<file path="src/cdt_pkg.sv">
// Constants and types shared by the transmit C-bit frame generator and error inserter
package cdt_pkg;
	// Frame geometry: 85-bit blocks, 8 blocks per subframe, 7 subframes
	localparam logic [6:0] BLK_LAST_BIT = 7'h54;
	localparam logic [2:0] SF_LAST_BLK = 3'h7;
	localparam logic [2:0] MF_LAST_SF = 3'h6;
	localparam logic [2:0] SF_X2 = 3'h1;
	localparam logic [2:0] SF_P1 = 3'h2;
	localparam logic [2:0] SF_P2 = 3'h3;
	localparam logic [2:0] SF_M1 = 3'h4;
	localparam logic [2:0] SF_FEAC = 3'h0;
	localparam logic [2:0] SF_CPAR = 3'h2;
	localparam logic [2:0] SF_FEBE = 3'h3;
	localparam logic [2:0] SF_PMDL = 3'h4;
	localparam logic [1:0] C_FIRST = 2'h0;
	localparam logic [1:0] C_LAST = 2'h2;
	localparam logic [1:0] F_LAST = 2'h3;
	localparam logic [3:0] F_PATTERN = 4'h9;
	localparam logic [2:0] M_PATTERN = 3'h2;
	// APB register map
	localparam logic [7:0] CTRL_OFF = 8'h00;
	localparam logic [7:0] ERRCFG_OFF = 8'h04;
	localparam logic [7:0] ERRREQ_OFF = 8'h08;
	localparam logic [7:0] STATUS_OFF = 8'h0C;
	localparam logic [31:0] CTRL_RST = 32'h0000_0001;
	localparam logic [31:0] CTRL_MASK = 32'h0000_03FF;
	localparam logic [31:0] ERRCFG_RST = 32'h0000_0000;
	localparam logic [31:0] ERRCFG_MASK = 32'h0000_07FF;
	localparam int CTRL_FG_BIT = 0;
	localparam int CTRL_PG_BIT = 1;
	localparam int CTRL_RDI_LSB = 2;
	localparam int CTRL_ALM_LSB = 4;
	localparam int CTRL_FEBE_SRC_BIT = 8;
	localparam int CTRL_FEBE_VAL_BIT = 9;
	localparam int ERRCFG_MODE_LSB = 0;
	localparam int ERRCFG_EN_LSB = 2;
	localparam int ERRCFG_CONT_LSB = 6;
	localparam int ERRCFG_SRC_BIT = 10;
	localparam int ERRREQ_BIT = 0;
	// Error type index
	localparam int NUM_ERR = 4;
	localparam int ERR_FRM = 0;
	localparam int ERR_P = 1;
	localparam int ERR_C = 2;
	localparam int ERR_FEBE = 3;

	typedef enum logic [1:0] {RDI_AUTO = 2'h0, RDI_ONE = 2'h1, RDI_ZERO = 2'h2} cdt_rdi_type;
	typedef enum logic [1:0] {FE_FBIT = 2'h0, FE_MBIT = 2'h1, FE_SEF = 2'h2, FE_OOMF = 2'h3}
		cdt_frm_mode_type;
	typedef enum logic [2:0] {FRM_IDLE = 3'h1, FRM_SEF = 3'h2, FRM_OOMF = 3'h4} cdt_frm_state_type;

	typedef struct packed {
		logic valid;
		logic sof;
		logic data;
	} cdt_bit_type;

	typedef struct packed {
		logic los;
		logic sef;
		logic lof;
		logic ais;
	} cdt_alarm_type;
endpackage : cdt_pkg

</file>
<file path="src/cdt_sync3.sv">
// Three-stage pin synchroniser whose level changes once the last two stages agree
module cdt_sync3 (
	// Clock and reset
	input wire logic clk_i,
	input wire logic rst_i,
	// Pin and clean level
	input wire logic pin_i,
	output logic level_o
);
	logic [2:0] stage_q;
	logic level_q;
	logic level_d;

	always_comb begin
		level_d = level_q;
		if (stage_q[1] == stage_q[2]) begin
			level_d = stage_q[2];
		end
	end

	always_ff @(posedge clk_i or posedge rst_i) begin
		if (rst_i) begin
			stage_q <= 3'h0;
			level_q <= 1'b0;
		end else begin
			stage_q <= {stage_q[1:0], pin_i};
			level_q <= level_d;
		end
	end

	assign level_o = level_q;
endmodule : cdt_sync3

</file>
<file path="src/cdt_err_req.sv">
// One error type's request holder and opportunity gate
module cdt_err_req (
	// Clock and reset
	input wire logic clk_i,
	input wire logic rst_i,
	// Control
	input wire logic req_i,
	input wire logic en_i,
	input wire logic cont_i,
	input wire logic opp_i,
	// Result
	output logic fire_o,
	output logic pending_o
);
	logic pending_q;
	logic pending_d;
	logic fire;

	// Continuous mode fires at every opportunity, single mode only on a held request
	assign fire = opp_i & en_i & (cont_i | pending_q);

	always_comb begin
		// A request landing on the consuming cycle survives: set beats clear
		pending_d = en_i & ((pending_q & ~fire) | req_i);
	end

	always_ff @(posedge clk_i or posedge rst_i) begin
		if (rst_i) begin
			pending_q <= 1'b0;
		end else begin
			pending_q <= pending_d;
		end
	end

	assign fire_o = fire;
	assign pending_o = pending_q;
endmodule : cdt_err_req

</file>
<file path="src/cdt_frame_gen.sv">
// Transmit C-bit frame generator with error insertion and APB control
module cdt_frame_gen
	import cdt_pkg::*;
(
	// Clock and reset
	input wire logic clk_i,
	input wire logic rst_i,
	// APB register slave
	input wire logic psel_i,
	input wire logic penable_i,
	input wire logic pwrite_i,
	input wire logic [7:0] paddr_i,
	input wire logic [31:0] pwdata_i,
	output logic [31:0] prdata_o,
	output logic pready_o,
	output logic pslverr_o,
	// Incoming payload stream, one bit per valid
	input wire cdt_bit_type tx_in_i,
	// Receive-side conditions
	input wire cdt_alarm_type alarms_i,
	input wire logic cpar_err_i,
	// FEAC and data link sources
	input wire logic feac_bit_i,
	output logic feac_take_o,
	input wire logic pmdl_bit_i,
	output logic pmdl_take_o,
	// Manual error request pin
	input wire logic manual_error_request_pin_i,
	// Stream to overhead insertion
	output cdt_bit_type tx_out_o
);
	// Register state
	logic [31:0] ctrl_q;
	logic [31:0] ctrl_d;
	logic [31:0] errcfg_q;
	logic [31:0] errcfg_d;
	logic [31:0] prdata_q;
	logic [31:0] prdata_d;
	logic sw_req;
	logic mapped;
	logic [31:0] status_w;

	// Configuration fields
	logic fg_en;
	logic pg_en;
	cdt_rdi_type rdi_src;
	logic [3:0] alm_en;
	logic febe_src;
	logic febe_val;
	cdt_frm_mode_type frm_mode;
	logic [NUM_ERR-1:0] err_en;
	logic [NUM_ERR-1:0] err_cont;
	logic req_src;

	// Position state
	logic [6:0] bit_q;
	logic [6:0] bit_d;
	logic [2:0] blk_q;
	logic [2:0] blk_d;
	logic [2:0] sf_q;
	logic [2:0] sf_d;
	logic [6:0] pos_bit;
	logic [2:0] pos_blk;
	logic [2:0] pos_sf;
	logic is_oh;
	logic is_x;
	logic is_p;
	logic is_m;
	logic is_f;
	logic is_c;
	logic [1:0] f_idx;
	logic [1:0] c_idx;
	logic [1:0] m_idx;
	logic last_bit;

	// Parity and FEBE history
	logic par_acc_q;
	logic par_acc_d;
	logic par_q;
	logic par_d;
	logic cpe_seen_q;
	logic cpe_seen_d;
	logic febe_auto_q;
	logic febe_auto_d;

	// Generation and error insertion
	logic rdi_bit;
	logic febe_bit;
	logic gen_bit;
	logic inv;
	logic force0;
	logic req;
	logic pin_lvl;
	logic pin_prev_q;
	logic pin_rise;
	logic [NUM_ERR-1:0] opp;
	logic [NUM_ERR-1:0] fire;
	logic [NUM_ERR-1:0] pend;
	cdt_frm_state_type frm_q;
	cdt_frm_state_type frm_d;
	logic [2:0] hold_q;
	logic [2:0] hold_d;
	cdt_bit_type out_q;
	cdt_bit_type out_d;

	assign fg_en = ctrl_q[CTRL_FG_BIT];
	assign pg_en = ctrl_q[CTRL_PG_BIT];
	assign rdi_src = cdt_rdi_type'(ctrl_q[CTRL_RDI_LSB +: 2]);
	assign alm_en = ctrl_q[CTRL_ALM_LSB +: 4];
	assign febe_src = ctrl_q[CTRL_FEBE_SRC_BIT];
	assign febe_val = ctrl_q[CTRL_FEBE_VAL_BIT];
	assign frm_mode = cdt_frm_mode_type'(errcfg_q[ERRCFG_MODE_LSB +: 2]);
	assign err_en = errcfg_q[ERRCFG_EN_LSB +: NUM_ERR];
	assign err_cont = errcfg_q[ERRCFG_CONT_LSB +: NUM_ERR];
	assign req_src = errcfg_q[ERRCFG_SRC_BIT];

	assign status_w = {18'h0, frm_q, pend, pin_lvl, rdi_bit, febe_auto_q, par_q, sf_q};
	assign mapped = (paddr_i == CTRL_OFF) | (paddr_i == ERRCFG_OFF) |
		(paddr_i == ERRREQ_OFF) | (paddr_i == STATUS_OFF);

	// Read data is captured in the setup cycle so the access phase needs no wait state
	always_comb begin
		ctrl_d = ctrl_q;
		errcfg_d = errcfg_q;
		prdata_d = prdata_q;
		sw_req = 1'b0;
		if (psel_i & ~penable_i) begin
			case (paddr_i)
				CTRL_OFF: prdata_d = ctrl_q;
				ERRCFG_OFF: prdata_d = errcfg_q;
				ERRREQ_OFF: prdata_d = {28'h0, pend};
				STATUS_OFF: prdata_d = status_w;
				default: prdata_d = 32'h0000_0000;
			endcase
		end
		if (psel_i & penable_i & pwrite_i) begin
			case (paddr_i)
				CTRL_OFF: ctrl_d = pwdata_i & CTRL_MASK;
				ERRCFG_OFF: errcfg_d = pwdata_i & ERRCFG_MASK;
				ERRREQ_OFF: sw_req = pwdata_i[ERRREQ_BIT];
				default: ;
			endcase
		end
	end

	always_ff @(posedge clk_i or posedge rst_i) begin
		if (rst_i) begin
			ctrl_q <= CTRL_RST;
			errcfg_q <= ERRCFG_RST;
			prdata_q <= 32'h0000_0000;
		end else begin
			ctrl_q <= ctrl_d;
			errcfg_q <= errcfg_d;
			prdata_q <= prdata_d;
		end
	end

	assign prdata_o = prdata_q;
	assign pready_o = 1'b1;
	assign pslverr_o = psel_i & penable_i & ~mapped;

	// A start-of-frame marker realigns the counters onto this very bit
	assign pos_bit = tx_in_i.sof ? 7'h00 : bit_q;
	assign pos_blk = tx_in_i.sof ? 3'h0 : blk_q;
	assign pos_sf = tx_in_i.sof ? 3'h0 : sf_q;

	// Slot decode ignores any payload marking from upstream
	assign is_oh = (pos_bit == 7'h00);
	assign is_x = is_oh & (pos_blk == 3'h0) & (pos_sf <= SF_X2);
	assign is_p = is_oh & (pos_blk == 3'h0) & ((pos_sf == SF_P1) | (pos_sf == SF_P2));
	assign is_m = is_oh & (pos_blk == 3'h0) & (pos_sf >= SF_M1);
	assign is_f = is_oh & pos_blk[0];
	assign is_c = is_oh & (pos_blk != 3'h0) & ~pos_blk[0];
	assign f_idx = pos_blk[2:1];
	assign c_idx = pos_blk[2:1] - 2'h1;
	assign m_idx = 2'(pos_sf - SF_M1);
	assign last_bit = (pos_bit == BLK_LAST_BIT) & (pos_blk == SF_LAST_BLK) &
		(pos_sf == MF_LAST_SF);

	assign rdi_bit = (rdi_src == RDI_AUTO) ? ~|(alm_en & alarms_i) : (rdi_src == RDI_ONE);
	assign febe_bit = febe_src ? febe_val : febe_auto_q;

	// Overhead overwrite; with framing off only the P-bits may still be replaced
	always_comb begin
		gen_bit = tx_in_i.data;
		if (fg_en) begin
			if (is_x) begin
				gen_bit = rdi_bit;
			end
			if (is_m) begin
				gen_bit = M_PATTERN[2'h2 - m_idx];
			end
			if (is_f) begin
				gen_bit = F_PATTERN[F_LAST - f_idx];
			end
			if (is_c) begin
				case (pos_sf)
					SF_FEAC: gen_bit = (c_idx == C_LAST) ? feac_bit_i : 1'b1;
					SF_CPAR: gen_bit = par_q;
					SF_FEBE: gen_bit = febe_bit;
					SF_PMDL: gen_bit = pmdl_bit_i;
					default: gen_bit = 1'b1;
				endcase
			end
		end
		if (is_p & (fg_en | pg_en)) begin
			gen_bit = par_q;
		end
	end

	assign feac_take_o = tx_in_i.valid & fg_en & is_c & (pos_sf == SF_FEAC) & (c_idx == C_LAST);
	assign pmdl_take_o = tx_in_i.valid & fg_en & is_c & (pos_sf == SF_PMDL);

	// Position counters and parity history
	always_comb begin
		bit_d = bit_q;
		blk_d = blk_q;
		sf_d = sf_q;
		par_acc_d = par_acc_q;
		par_d = par_q;
		cpe_seen_d = cpe_seen_q | cpar_err_i;
		febe_auto_d = febe_auto_q;
		if (tx_in_i.valid) begin
			bit_d = pos_bit + 7'h01;
			blk_d = pos_blk;
			sf_d = pos_sf;
			par_acc_d = (tx_in_i.sof ? 1'b0 : par_acc_q) ^ (~is_oh & gen_bit);
			if (pos_bit == BLK_LAST_BIT) begin
				bit_d = 7'h00;
				blk_d = pos_blk + 3'h1;
				if (pos_blk == SF_LAST_BLK) begin
					sf_d = (pos_sf == MF_LAST_SF) ? 3'h0 : pos_sf + 3'h1;
				end
			end
			if (last_bit) begin
				// An error flagged on the closing bit still counts for the closing frame
				par_d = par_acc_d;
				par_acc_d = 1'b0;
				febe_auto_d = ~cpe_seen_d;
				cpe_seen_d = 1'b0;
			end
		end
	end

	always_ff @(posedge clk_i or posedge rst_i) begin
		if (rst_i) begin
			bit_q <= 7'h00;
			blk_q <= 3'h0;
			sf_q <= 3'h0;
			par_acc_q <= 1'b0;
			par_q <= 1'b0;
			cpe_seen_q <= 1'b0;
			febe_auto_q <= 1'b1;
		end else begin
			bit_q <= bit_d;
			blk_q <= blk_d;
			sf_q <= sf_d;
			par_acc_q <= par_acc_d;
			par_q <= par_d;
			cpe_seen_q <= cpe_seen_d;
			febe_auto_q <= febe_auto_d;
		end
	end

	cdt_sync3 u_pin_sync (
		.clk_i(clk_i),
		.rst_i(rst_i),
		.pin_i(manual_error_request_pin_i),
		.level_o(pin_lvl)
	);

	assign pin_rise = pin_lvl & ~pin_prev_q;
	assign req = req_src ? pin_rise : sw_req;

	// Opportunities; a running SEF or OOMF sequence blocks a fresh framing error
	always_comb begin
		opp = '0;
		if (tx_in_i.valid) begin
			if ((frm_mode == FE_FBIT) | (frm_mode == FE_SEF)) begin
				opp[ERR_FRM] = is_f & (f_idx == 2'h0) & (frm_q == FRM_IDLE);
			end else begin
				opp[ERR_FRM] = is_m & (m_idx == 2'h0) & (frm_q == FRM_IDLE);
			end
			opp[ERR_P] = is_p & (pos_sf == SF_P1);
			opp[ERR_C] = is_c & (pos_sf == SF_CPAR) & (c_idx == C_FIRST);
			opp[ERR_FEBE] = is_c & (pos_sf == SF_FEBE) & (c_idx == C_FIRST);
		end
	end

	for (genvar i = 0; i < NUM_ERR; i++) begin : g_req
		cdt_err_req u_req (
			.clk_i(clk_i),
			.rst_i(rst_i),
			.req_i(req),
			.en_i(err_en[i]),
			.cont_i(err_cont[i]),
			.opp_i(opp[i]),
			.fire_o(fire[i]),
			.pending_o(pend[i])
		);
	end

	// Error insertion: multi-bit errors carry on from the firing slot
	always_comb begin
		frm_d = frm_q;
		hold_d = hold_q;
		inv = 1'b0;
		force0 = 1'b0;
		if (tx_in_i.valid) begin
			case (frm_q)
				FRM_IDLE: begin
					if (fire[ERR_FRM]) begin
						inv = 1'b1;
						if (frm_mode == FE_SEF) begin
							frm_d = FRM_SEF;
						end else if (frm_mode == FE_OOMF) begin
							frm_d = FRM_OOMF;
						end
					end
				end
				FRM_SEF: begin
					if (is_f) begin
						inv = 1'b1;
						if (f_idx == F_LAST) begin
							frm_d = FRM_IDLE;
						end
					end
				end
				FRM_OOMF: begin
					if (is_m & (m_idx == 2'h0)) begin
						inv = 1'b1;
						frm_d = FRM_IDLE;
					end
				end
				default: frm_d = FRM_IDLE;
			endcase
			if (fire[ERR_P] | (hold_q[0] & is_p)) begin
				inv = 1'b1;
				hold_d[0] = fire[ERR_P];
			end
			if (fire[ERR_C] | (hold_q[1] & is_c & (pos_sf == SF_CPAR))) begin
				inv = 1'b1;
				hold_d[1] = (c_idx != C_LAST);
			end
			if (fire[ERR_FEBE] | (hold_q[2] & is_c & (pos_sf == SF_FEBE))) begin
				force0 = 1'b1;
				hold_d[2] = (c_idx != C_LAST);
			end
		end
		out_d.valid = tx_in_i.valid;
		out_d.sof = tx_in_i.valid & tx_in_i.sof;
		out_d.data = tx_in_i.valid & ~force0 & (gen_bit ^ inv);
	end

	always_ff @(posedge clk_i or posedge rst_i) begin
		if (rst_i) begin
			frm_q <= FRM_IDLE;
			hold_q <= 3'h0;
			pin_prev_q <= 1'b0;
			out_q <= '0;
		end else begin
			frm_q <= frm_d;
			hold_q <= hold_d;
			pin_prev_q <= pin_lvl;
			out_q <= out_d;
		end
	end

	assign tx_out_o = out_q;
endmodule : cdt_frame_gen

</file>
<file path="config.mk">
export PLATFORM = sky130hd
export DESIGN_NAME = cdt_frame_gen
export DESIGN_NICKNAME = d
export VERILOG_FILES = /design/src/cdt_pkg.sv /design/src/cdt_sync3.sv /design/src/cdt_err_req.sv /design/src/cdt_frame_gen.sv
export SDC_FILE = /design/constraint.sdc
export NUM_CORES = 1
export LEC_CHECK = 0
export BUFFER_PORTS_ARGS = -buffer_cell sky130_fd_sc_hd__buf_2
export CAP_MARGIN = 20
export CORE_MARGIN = 8
export CORE_UTILIZATION = 30
export DETAILED_ROUTE_END_ITERATION = 10
export GPL_TIMING_DRIVEN = 0
export HOLD_SLACK_MARGIN = 0.06
export PLACE_DENSITY = 0.57
export SYNTH_ARGS = -nofsm -noshare
export SYNTH_HDL_FRONTEND = slang
export SYNTH_SLANG_ARGS = --single-unit
</file>
<file path="constraint.sdc">
create_clock -name clk_i -period 2.5 [get_ports clk_i]
set_input_delay 0.375 -clock clk_i [delete_from_list [all_inputs] [get_ports clk_i]]
set_output_delay 0.375 -clock clk_i [all_outputs]
set_load 0.03 [all_outputs]
</file>
==> results.py, run 1 <==
metrics = {
    "floorplan": {
        "die_h_um": 132,
        "coreArea_um2": 13100,
        "die_w_um": 132,
        "boundaryPins": 95,
        "rows": 42,
        "die-area_um2": 17300,
        "initial_core_util_pct": 30.5,
    },
    "global_route": {
        "use_met2_pct": 20.1,
        "global_route.usage.met1_pct": 16.9,
        "globalRouteOverflowTotal": 0,
        "initial_antenna_violation_count": 0,
        "grt_usage_pct": 13.0,
        "grtUsageMet3_pct": 2.63,
        "busiest_layer": "met2",
        "first_global_vias": 3380,
        "grt_max_degree": 71,
        "wire_length_of_the_first_global_routing_pass_um": 18100,
    },
    "logic_synthesis": {
        "synth-seq-area-share_pct": 43.7,
        "yosysWarningCount": 0,
        "number_of_register_bits_inferred_by_synthesis": 70,
        "synth-edff-count": 0,
        "yosysTopAreaCellShare_pct": 41.8,
        "synth.avg_cell_area_um2": 9.96,
        "synth.cell_area_um2": 4010,
        "synth.lib_cells_used.distinct": 68,
        "netlist_instances": 403,
        "async_flop_share_pct": 100,
        "synth_ff_type": "sky130_fd_sc_hd__dfrtp_1",
        "yosys.area.top_type": "sky130_fd_sc_hd__dfrtp_1",
        "synthTopCellsByArea": "sky130_fd_sc_hd__dfrtp_1, sky130_fd_sc_hd__mux2_2, sky130_fd_sc_hd__o21ai_0",
    },
    "drt": {
        "drt_pass1_iterations": 4,
        "drt-initial-drc-count": 213,
        "drt_drc_violations_left": 0,
        "wirelength_um": 11200,
        "route.detailed.vias_per_inst": 4.94,
        "num_vias": 3312,
        "final_antenna_net_count": 0,
        "mean_routed_wirelength_per_cell_um": 16.7,
    },
    "clock_tree": {
        "cts.reportedPaths.clkPinSlew_ps": 60,
        "cts_root_buffer": "sky130_fd_sc_hd__clkbuf_16",
        "clk_latency_ps": 340,
        "cts_buffer_depth": 2,
        "numCtsBuffers": 9,
        "cts_tree": "built",
        "clock_sink_count": 70,
        "cts_max_level": 3,
    },
    "timing": {
        "period_minus_slack_ps": 2500,
        "rsz_0062_raised_after_global_routing": "yes",
        "slew_violations": 0,
        "maxSlewHeadroom_pct": 42.6,
        "fin_ws_ps": 4.75,
        "finalClockSkew_ps": 5.40,
        "max_slew.worst_pin.slew_ps": 861,
        "post-route-period-util_pct": 99.8,
        "setup_viol_count_final": 0,
        "timing.final.hold_violations": 0,
        "timing.fmax_ghz": 0.401,
    },
    "cells_and_area": {
        "syn_to_final_growth_pct": 25.7,
        "mostFrequentLayoutCell": "sky130_fd_sc_hd__dfrtp_1",
        "share_of_post_route_cells_with_drive_strength_above_1_pct": 32.4,
        "multi_input_comb_area_um2": 2110,
        "filler_cell_count": 1312,
        "mostFrequentLayoutCells": "sky130_fd_sc_hd__dfrtp_1, sky130_fd_sc_hd__buf_2, sky130_fd_sc_hd__o21ai_0, sky130_fd_sc_hd__nand2_1",
        "final-instance-count-excl-fill": 670,
        "final_nets": 555,
        "ff_latch_area_um2": 1760,
        "n_antenna_cell": 0,
    },
    "run_status": {
        "run_status": "finished clean",
    },
    "run": {
        "max-cap-violations": 0,
    },
    "place": {
        "pre_cts_slack_ps": -760,
        "portBuffers": 52,
        "placedCellCount": 649,
        "routabilityCongestion": 0.849,
        "hpwlAfterDp_um": 8400,
    },
    "setup_path": {
        "timing_worst_setup_path_type": "in2reg",
        "cp_data_arrival_time_ps": 2720,
        "critical_path_start_type": "primary input",
        "timing.critical_path.to_type": "flop",
        "crit_path_max_fanout": 9,
        "critical_path_required_ps": 2730,
    },
    "min_path": {
        "hp-class": "in2reg",
    },
    "pwr": {
        "power.density_cell_area_nw_per_um2": 574,
        "power.ir.vdd_worst_uv": 322,
        "total_leakage_power_nw": 2.39,
    },
}
## kinds of logic after synthesis
kind of cell / after synthesis / synth area share [%]
other: 2 / 0.187
buffers and inverters: 54 / 7.30
adders and majority gates: 11 / 3.37
and+or+nand+nor: 131 / 18.0
muxes: 36 / 10.7
xor gates and xnor gates: 1 / 0.218
DFF: 70 / 43.7
AOI/OAI and AO/OA: 98 / 16.5
## worst max-delay path, cell delays in order
cell and delay, ps:
sky130_fd_sc_hd__buf_4 130, sky130_fd_sc_hd__buf_6 110, sky130_fd_sc_hd__buf_4 160, sky130_fd_sc_hd__nand2b_1 260, sky130_fd_sc_hd__ha_4 230, sky130_fd_sc_hd__o2111a_1 140
sky130_fd_sc_hd__o2111a_1 280, sky130_fd_sc_hd__or4_1 410, sky130_fd_sc_hd__or3b_1 390, sky130_fd_sc_hd__mux2i_1 220
## timing repair
| action | CTS | global route |
|---|---|---|
| hold buffers | 0 | 0 |
| setup buffers | 3 | 2 |
| gates resized for setup | 21 | 13 |
| pin swaps | 3 | 1 |
| endpoints found under the setup margin | 16 | 3 |
## cell usage after synthesis (9+ instances only)
cell and n:
sky130_fd_sc_hd__inv_1 17, sky130_fd_sc_hd__dfrtp_1 67, sky130_fd_sc_hd__nand2b_1 12, sky130_fd_sc_hd__buf_4 19
sky130_fd_sc_hd__a21oi_1 14, sky130_fd_sc_hd__ha_1 10, sky130_fd_sc_hd__o21ai_0 36, sky130_fd_sc_hd__nand3_1 10
sky130_fd_sc_hd__mux2i_1 9, sky130_fd_sc_hd__mux2_2 24, sky130_fd_sc_hd__nand2_1 35, sky130_fd_sc_hd__clkbuf_1 9
sky130_fd_sc_hd__nor2_1 27
## stage by stage
step | power, mW | cell area [um^2] | utilization, % | setup TNS [ps] | hold slack [ps]
floorplan | 1.52 | 4080 | - | -105 | 331
global placement | 1.62 | 4560 | 34.7 | -41000 | 335
detailed placement | 1.63 | 4570 | 34.8 | -10520 | 347
CTS | 2.90 | 4980 | 37.9 | -24.0 | 132
global route | 3.02 | 5040 | 38.4 | -25.4 | 135
finish | 2.89 | 5040 | 38.4 | 0 | 141
## path summary, 6_finish.rpt
kind,cells past startpoint,endpoint,startpoint,slack [ps]
hold / removal,1,u_pin_sync.stage_q[0],manual_error_request_pin_i,140
min in group asynchronous,2,blk_q[0],rst_i,220
setup / recovery,10,tx_out_o[0],tx_in_i[1],5
hold reg to reg,0,u_pin_sync.stage_q[1],u_pin_sync.stage_q[0],360
setup reg to reg,8,tx_out_o[0],sf_q[0],80
max in group asynchronous,2,hold_q[0],rst_i,1710
## cell type report
| class | count | share of cell area, % |
|---|---|---|
| plain buffers | 37 | 5.58 |
| clock buffers | 12 | 5.29 |
| clock inverters | 4 | 0.596 |
| inverters | 17 | 1.32 |
| multi-input cells | 296 | 41.8 |
| flip-flops and latches | 70 | 34.8 |
| well taps | 176 | 4.37 |
| repair buffers | 58 | 6.28 |
## registers in the layout, indices dropped and copies added (netlist names), 3 cells and up
signal	cells
u_pin_sync.stage_q	3
g_req.u_req.pending_o	4
hold_q	3
tx_out_o	3
errcfg_q	11
bit_q	7
sf_q	3
frm_q	3
ctrl_q	10
blk_q	3
prdata_o	14
## per-layer routing
| metal | wire [um] | up-vias |
|---|---|---|
| li1 | - | 1599 |
| met1 | 5180 | 1621 |
| met2 | 5280 | 78 |
| met3 | 552 | 14 |
| met4 | 185 | 0 |
| met5 | 0 | - |
## power by group
part,internal [mW],switching [mW],total (mW)
clock network,0.754,0.491,1.24
registers,1.17,0.0407,1.21
logic,0.177,0.259,0.435
total,2.10,0.790,2.89
No activity file was read; power rests on OpenSTA's default activity.
==> run 2: changes to the inputs <==
CORE_UTILIZATION = 54   (was 30)
PLACE_DENSITY = 0.84   (was 0.57)
==> results.py, run 2 (same netlist as run 1, synthesis figures left out) <==
metrics = {
    "timing": {
        "period_minus_slack_ps": 2460,
        "timing.fmax_ghz": 0.407,
        "maxSlewHeadroom_pct": 42.8,
        "post-route-period-util_pct": 98.3,
        "max_slew.worst_pin.slew_ps": 858,
        "timing.final.hold_violations": 0,
        "setup_viol_count_final": 0,
        "finalClockSkew_ps": 8.83,
        "slew_violations": 0,
    },
    "drt": {
        "drt-initial-drc-count": 306,
        "drt_drc_violations_left": 0,
        "route.detailed.vias_per_inst": 5.81,
        "drt_pass1_iterations": 7,
        "num_vias": 3438,
        "final_antenna_net_count": 0,
        "mean_routed_wirelength_per_cell_um": 17.9,
        "wirelength_um": 10600,
    },
    "setup_path": {
        "critical_path_start_type": "primary input",
        "timing_worst_setup_path_type": "in2reg",
        "crit_path_max_fanout": 9,
        "cp_data_arrival_time_ps": 2720,
        "critical_path_required_ps": 2760,
        "timing.critical_path.to_type": "flop",
    },
    "clock_tree": {
        "cts_root_buffer": "sky130_fd_sc_hd__clkbuf_8",
        "cts_max_level": 3,
        "cts_buffer_depth": 2,
        "cts_hold_buf": 0,
        "cts_tree": "built",
        "clk_latency_ps": 360,
        "cts.reportedPaths.clkPinSlew_ps": 80,
        "numCtsBuffers": 9,
        "clock_sink_count": 70,
    },
    "cells_and_area": {
        "n_antenna_cell": 0,
        "mostFrequentLayoutCell": "sky130_fd_sc_hd__dfrtp_1",
        "syn_to_final_growth_pct": 19.4,
        "max_reg_flops": 14,
        "multi_input_comb_area_um2": 2090,
        "share_of_post_route_cells_with_drive_strength_above_1_pct": 31.6,
        "final_nets": 554,
        "filler_cell_count": 596,
        "post-route-cell-area_um2": 4790,
        "mostFrequentLayoutCells": "sky130_fd_sc_hd__dfrtp_1, sky130_fd_sc_hd__buf_2, sky130_fd_sc_hd__o21ai_0, sky130_fd_sc_hd__nand2_1",
        "ff_latch_area_um2": 1760,
    },
    "pwr": {
        "power.share.combinational_pct": 16.1,
        "switching_share_pct": 29.1,
        "power.ir.vdd_worst_uv": 362,
        "power.density_cell_area_nw_per_um2": 537,
        "p_switching_mw": 0.747,
        "power.share.sequential_pct": 47.1,
        "power.clock.fraction_pct": 36.7,
        "internal_power_mw": 1.82,
        "post-layout-total-power_mw": 2.57,
        "total_leakage_power_nw": 2.33,
    },
    "global_route": {
        "grt_max_degree": 71,
        "first_global_vias": 3429,
        "initial_antenna_violation_count": 0,
        "globalRouteOverflowTotal": 0,
        "grt_usage_pct": 20.7,
        "wire_length_of_the_first_global_routing_pass_um": 16700,
    },
    "floorplan": {
        "die_h_um": 102,
        "die_w_um": 102,
        "coreArea_um2": 7210,
        "rows": 31,
        "die-area_um2": 10400,
        "boundaryPins": 95,
        "initial_core_util_pct": 55.6,
    },
    "run_status": {
        "run_status": "finished clean",
    },
    "place": {
        "portBuffers": 52,
        "postPlaceCellArea_um2": 4470,
        "routabilityCongestion": 0.936,
        "hpwlAfterDp_um": 7780,
    },
    "run": {
        "max-cap-violations": 0,
    },
    "min_path": {
        "hp-class": "in2reg",
    },
}
run 2: final timing paths:
path	start	endpoint	slack, ps	cells past startpoint
setup reg to reg	sf_q[0]	tx_out_o[0]	70	8
min in group asynchronous	rst_i	blk_q[1]	190	2
setup / recovery	tx_in_i[1]	tx_out_o[0]	40	10
hold reg to reg	u_pin_sync.stage_q[0]	u_pin_sync.stage_q[1]	350	0
max in group asynchronous	rst_i	blk_q[2]	1750	2
hold / removal	manual_error_request_pin_i	u_pin_sync.stage_q[0]	120	1
run 2: power groups by stage:
stage | logic [mW] | clock network (mW) | registers [mW]
after floorplan | 0.293 | 0 | 1.23
after global placement | 0.378 | 0 | 1.23
after detailed placement | 0.390 | 0 | 1.23
after CTS | 0.408 | 0.949 | 1.21
after global routing | 0.452 | 0.997 | 1.22
final | 0.415 | 0.944 | 1.21
run 2: cell type report:
cell class / count / share of cell area (%)
multi-input cells: 296 / 43.5
flip-flops and latches: 70 / 36.7
clock buffers: 11 / 2.95
repair buffers: 58 / 6.43
plain buffers: 36 / 5.25
well taps: 99 / 2.59
clock inverters: 5 / 1.20
inverters: 17 / 1.38
run 2: routing by layer:
metal,vias up,global-route usage [%],routed length [um]
met5,-,0,0
met4,0,10.6,232
met3,24,3.81,851
met2,167,32.7,5080
met1,1662,26.4,4420
li1,1585,-,-
run 2: worst max-delay path, stage by stage:
cell and delay, ps:
sky130_fd_sc_hd__buf_2 130, sky130_fd_sc_hd__buf_6 120, sky130_fd_sc_hd__buf_4 160, sky130_fd_sc_hd__nand2b_1 250, sky130_fd_sc_hd__ha_2 250, sky130_fd_sc_hd__o2111a_1 150
sky130_fd_sc_hd__o2111a_1 260, sky130_fd_sc_hd__or4_4 420, sky130_fd_sc_hd__or3b_1 390, sky130_fd_sc_hd__mux2i_1 200
run 2: through the flow:
step                      worst slack, ps  hold slack [ps]  TNS, ps  utilization, %  cells
final                                43.1              115        0            66.4    592
after global routing                -16.4              113    -16.4            66.4    592
after CTS                            2.26              110        0            65.9    589
after detailed placement             -736              345    -8720            62.0    571
after global placement               -666              347   -33660            61.9    571
after floorplan                      -105              331     -105               -    420
run 2: repair_timing:
action,4_1_cts,5_1_grt
pin swaps,2,2
cloned,0,0
resized for setup,15,9
endpoints found under the setup margin,14,5
buffers inserted,2,3
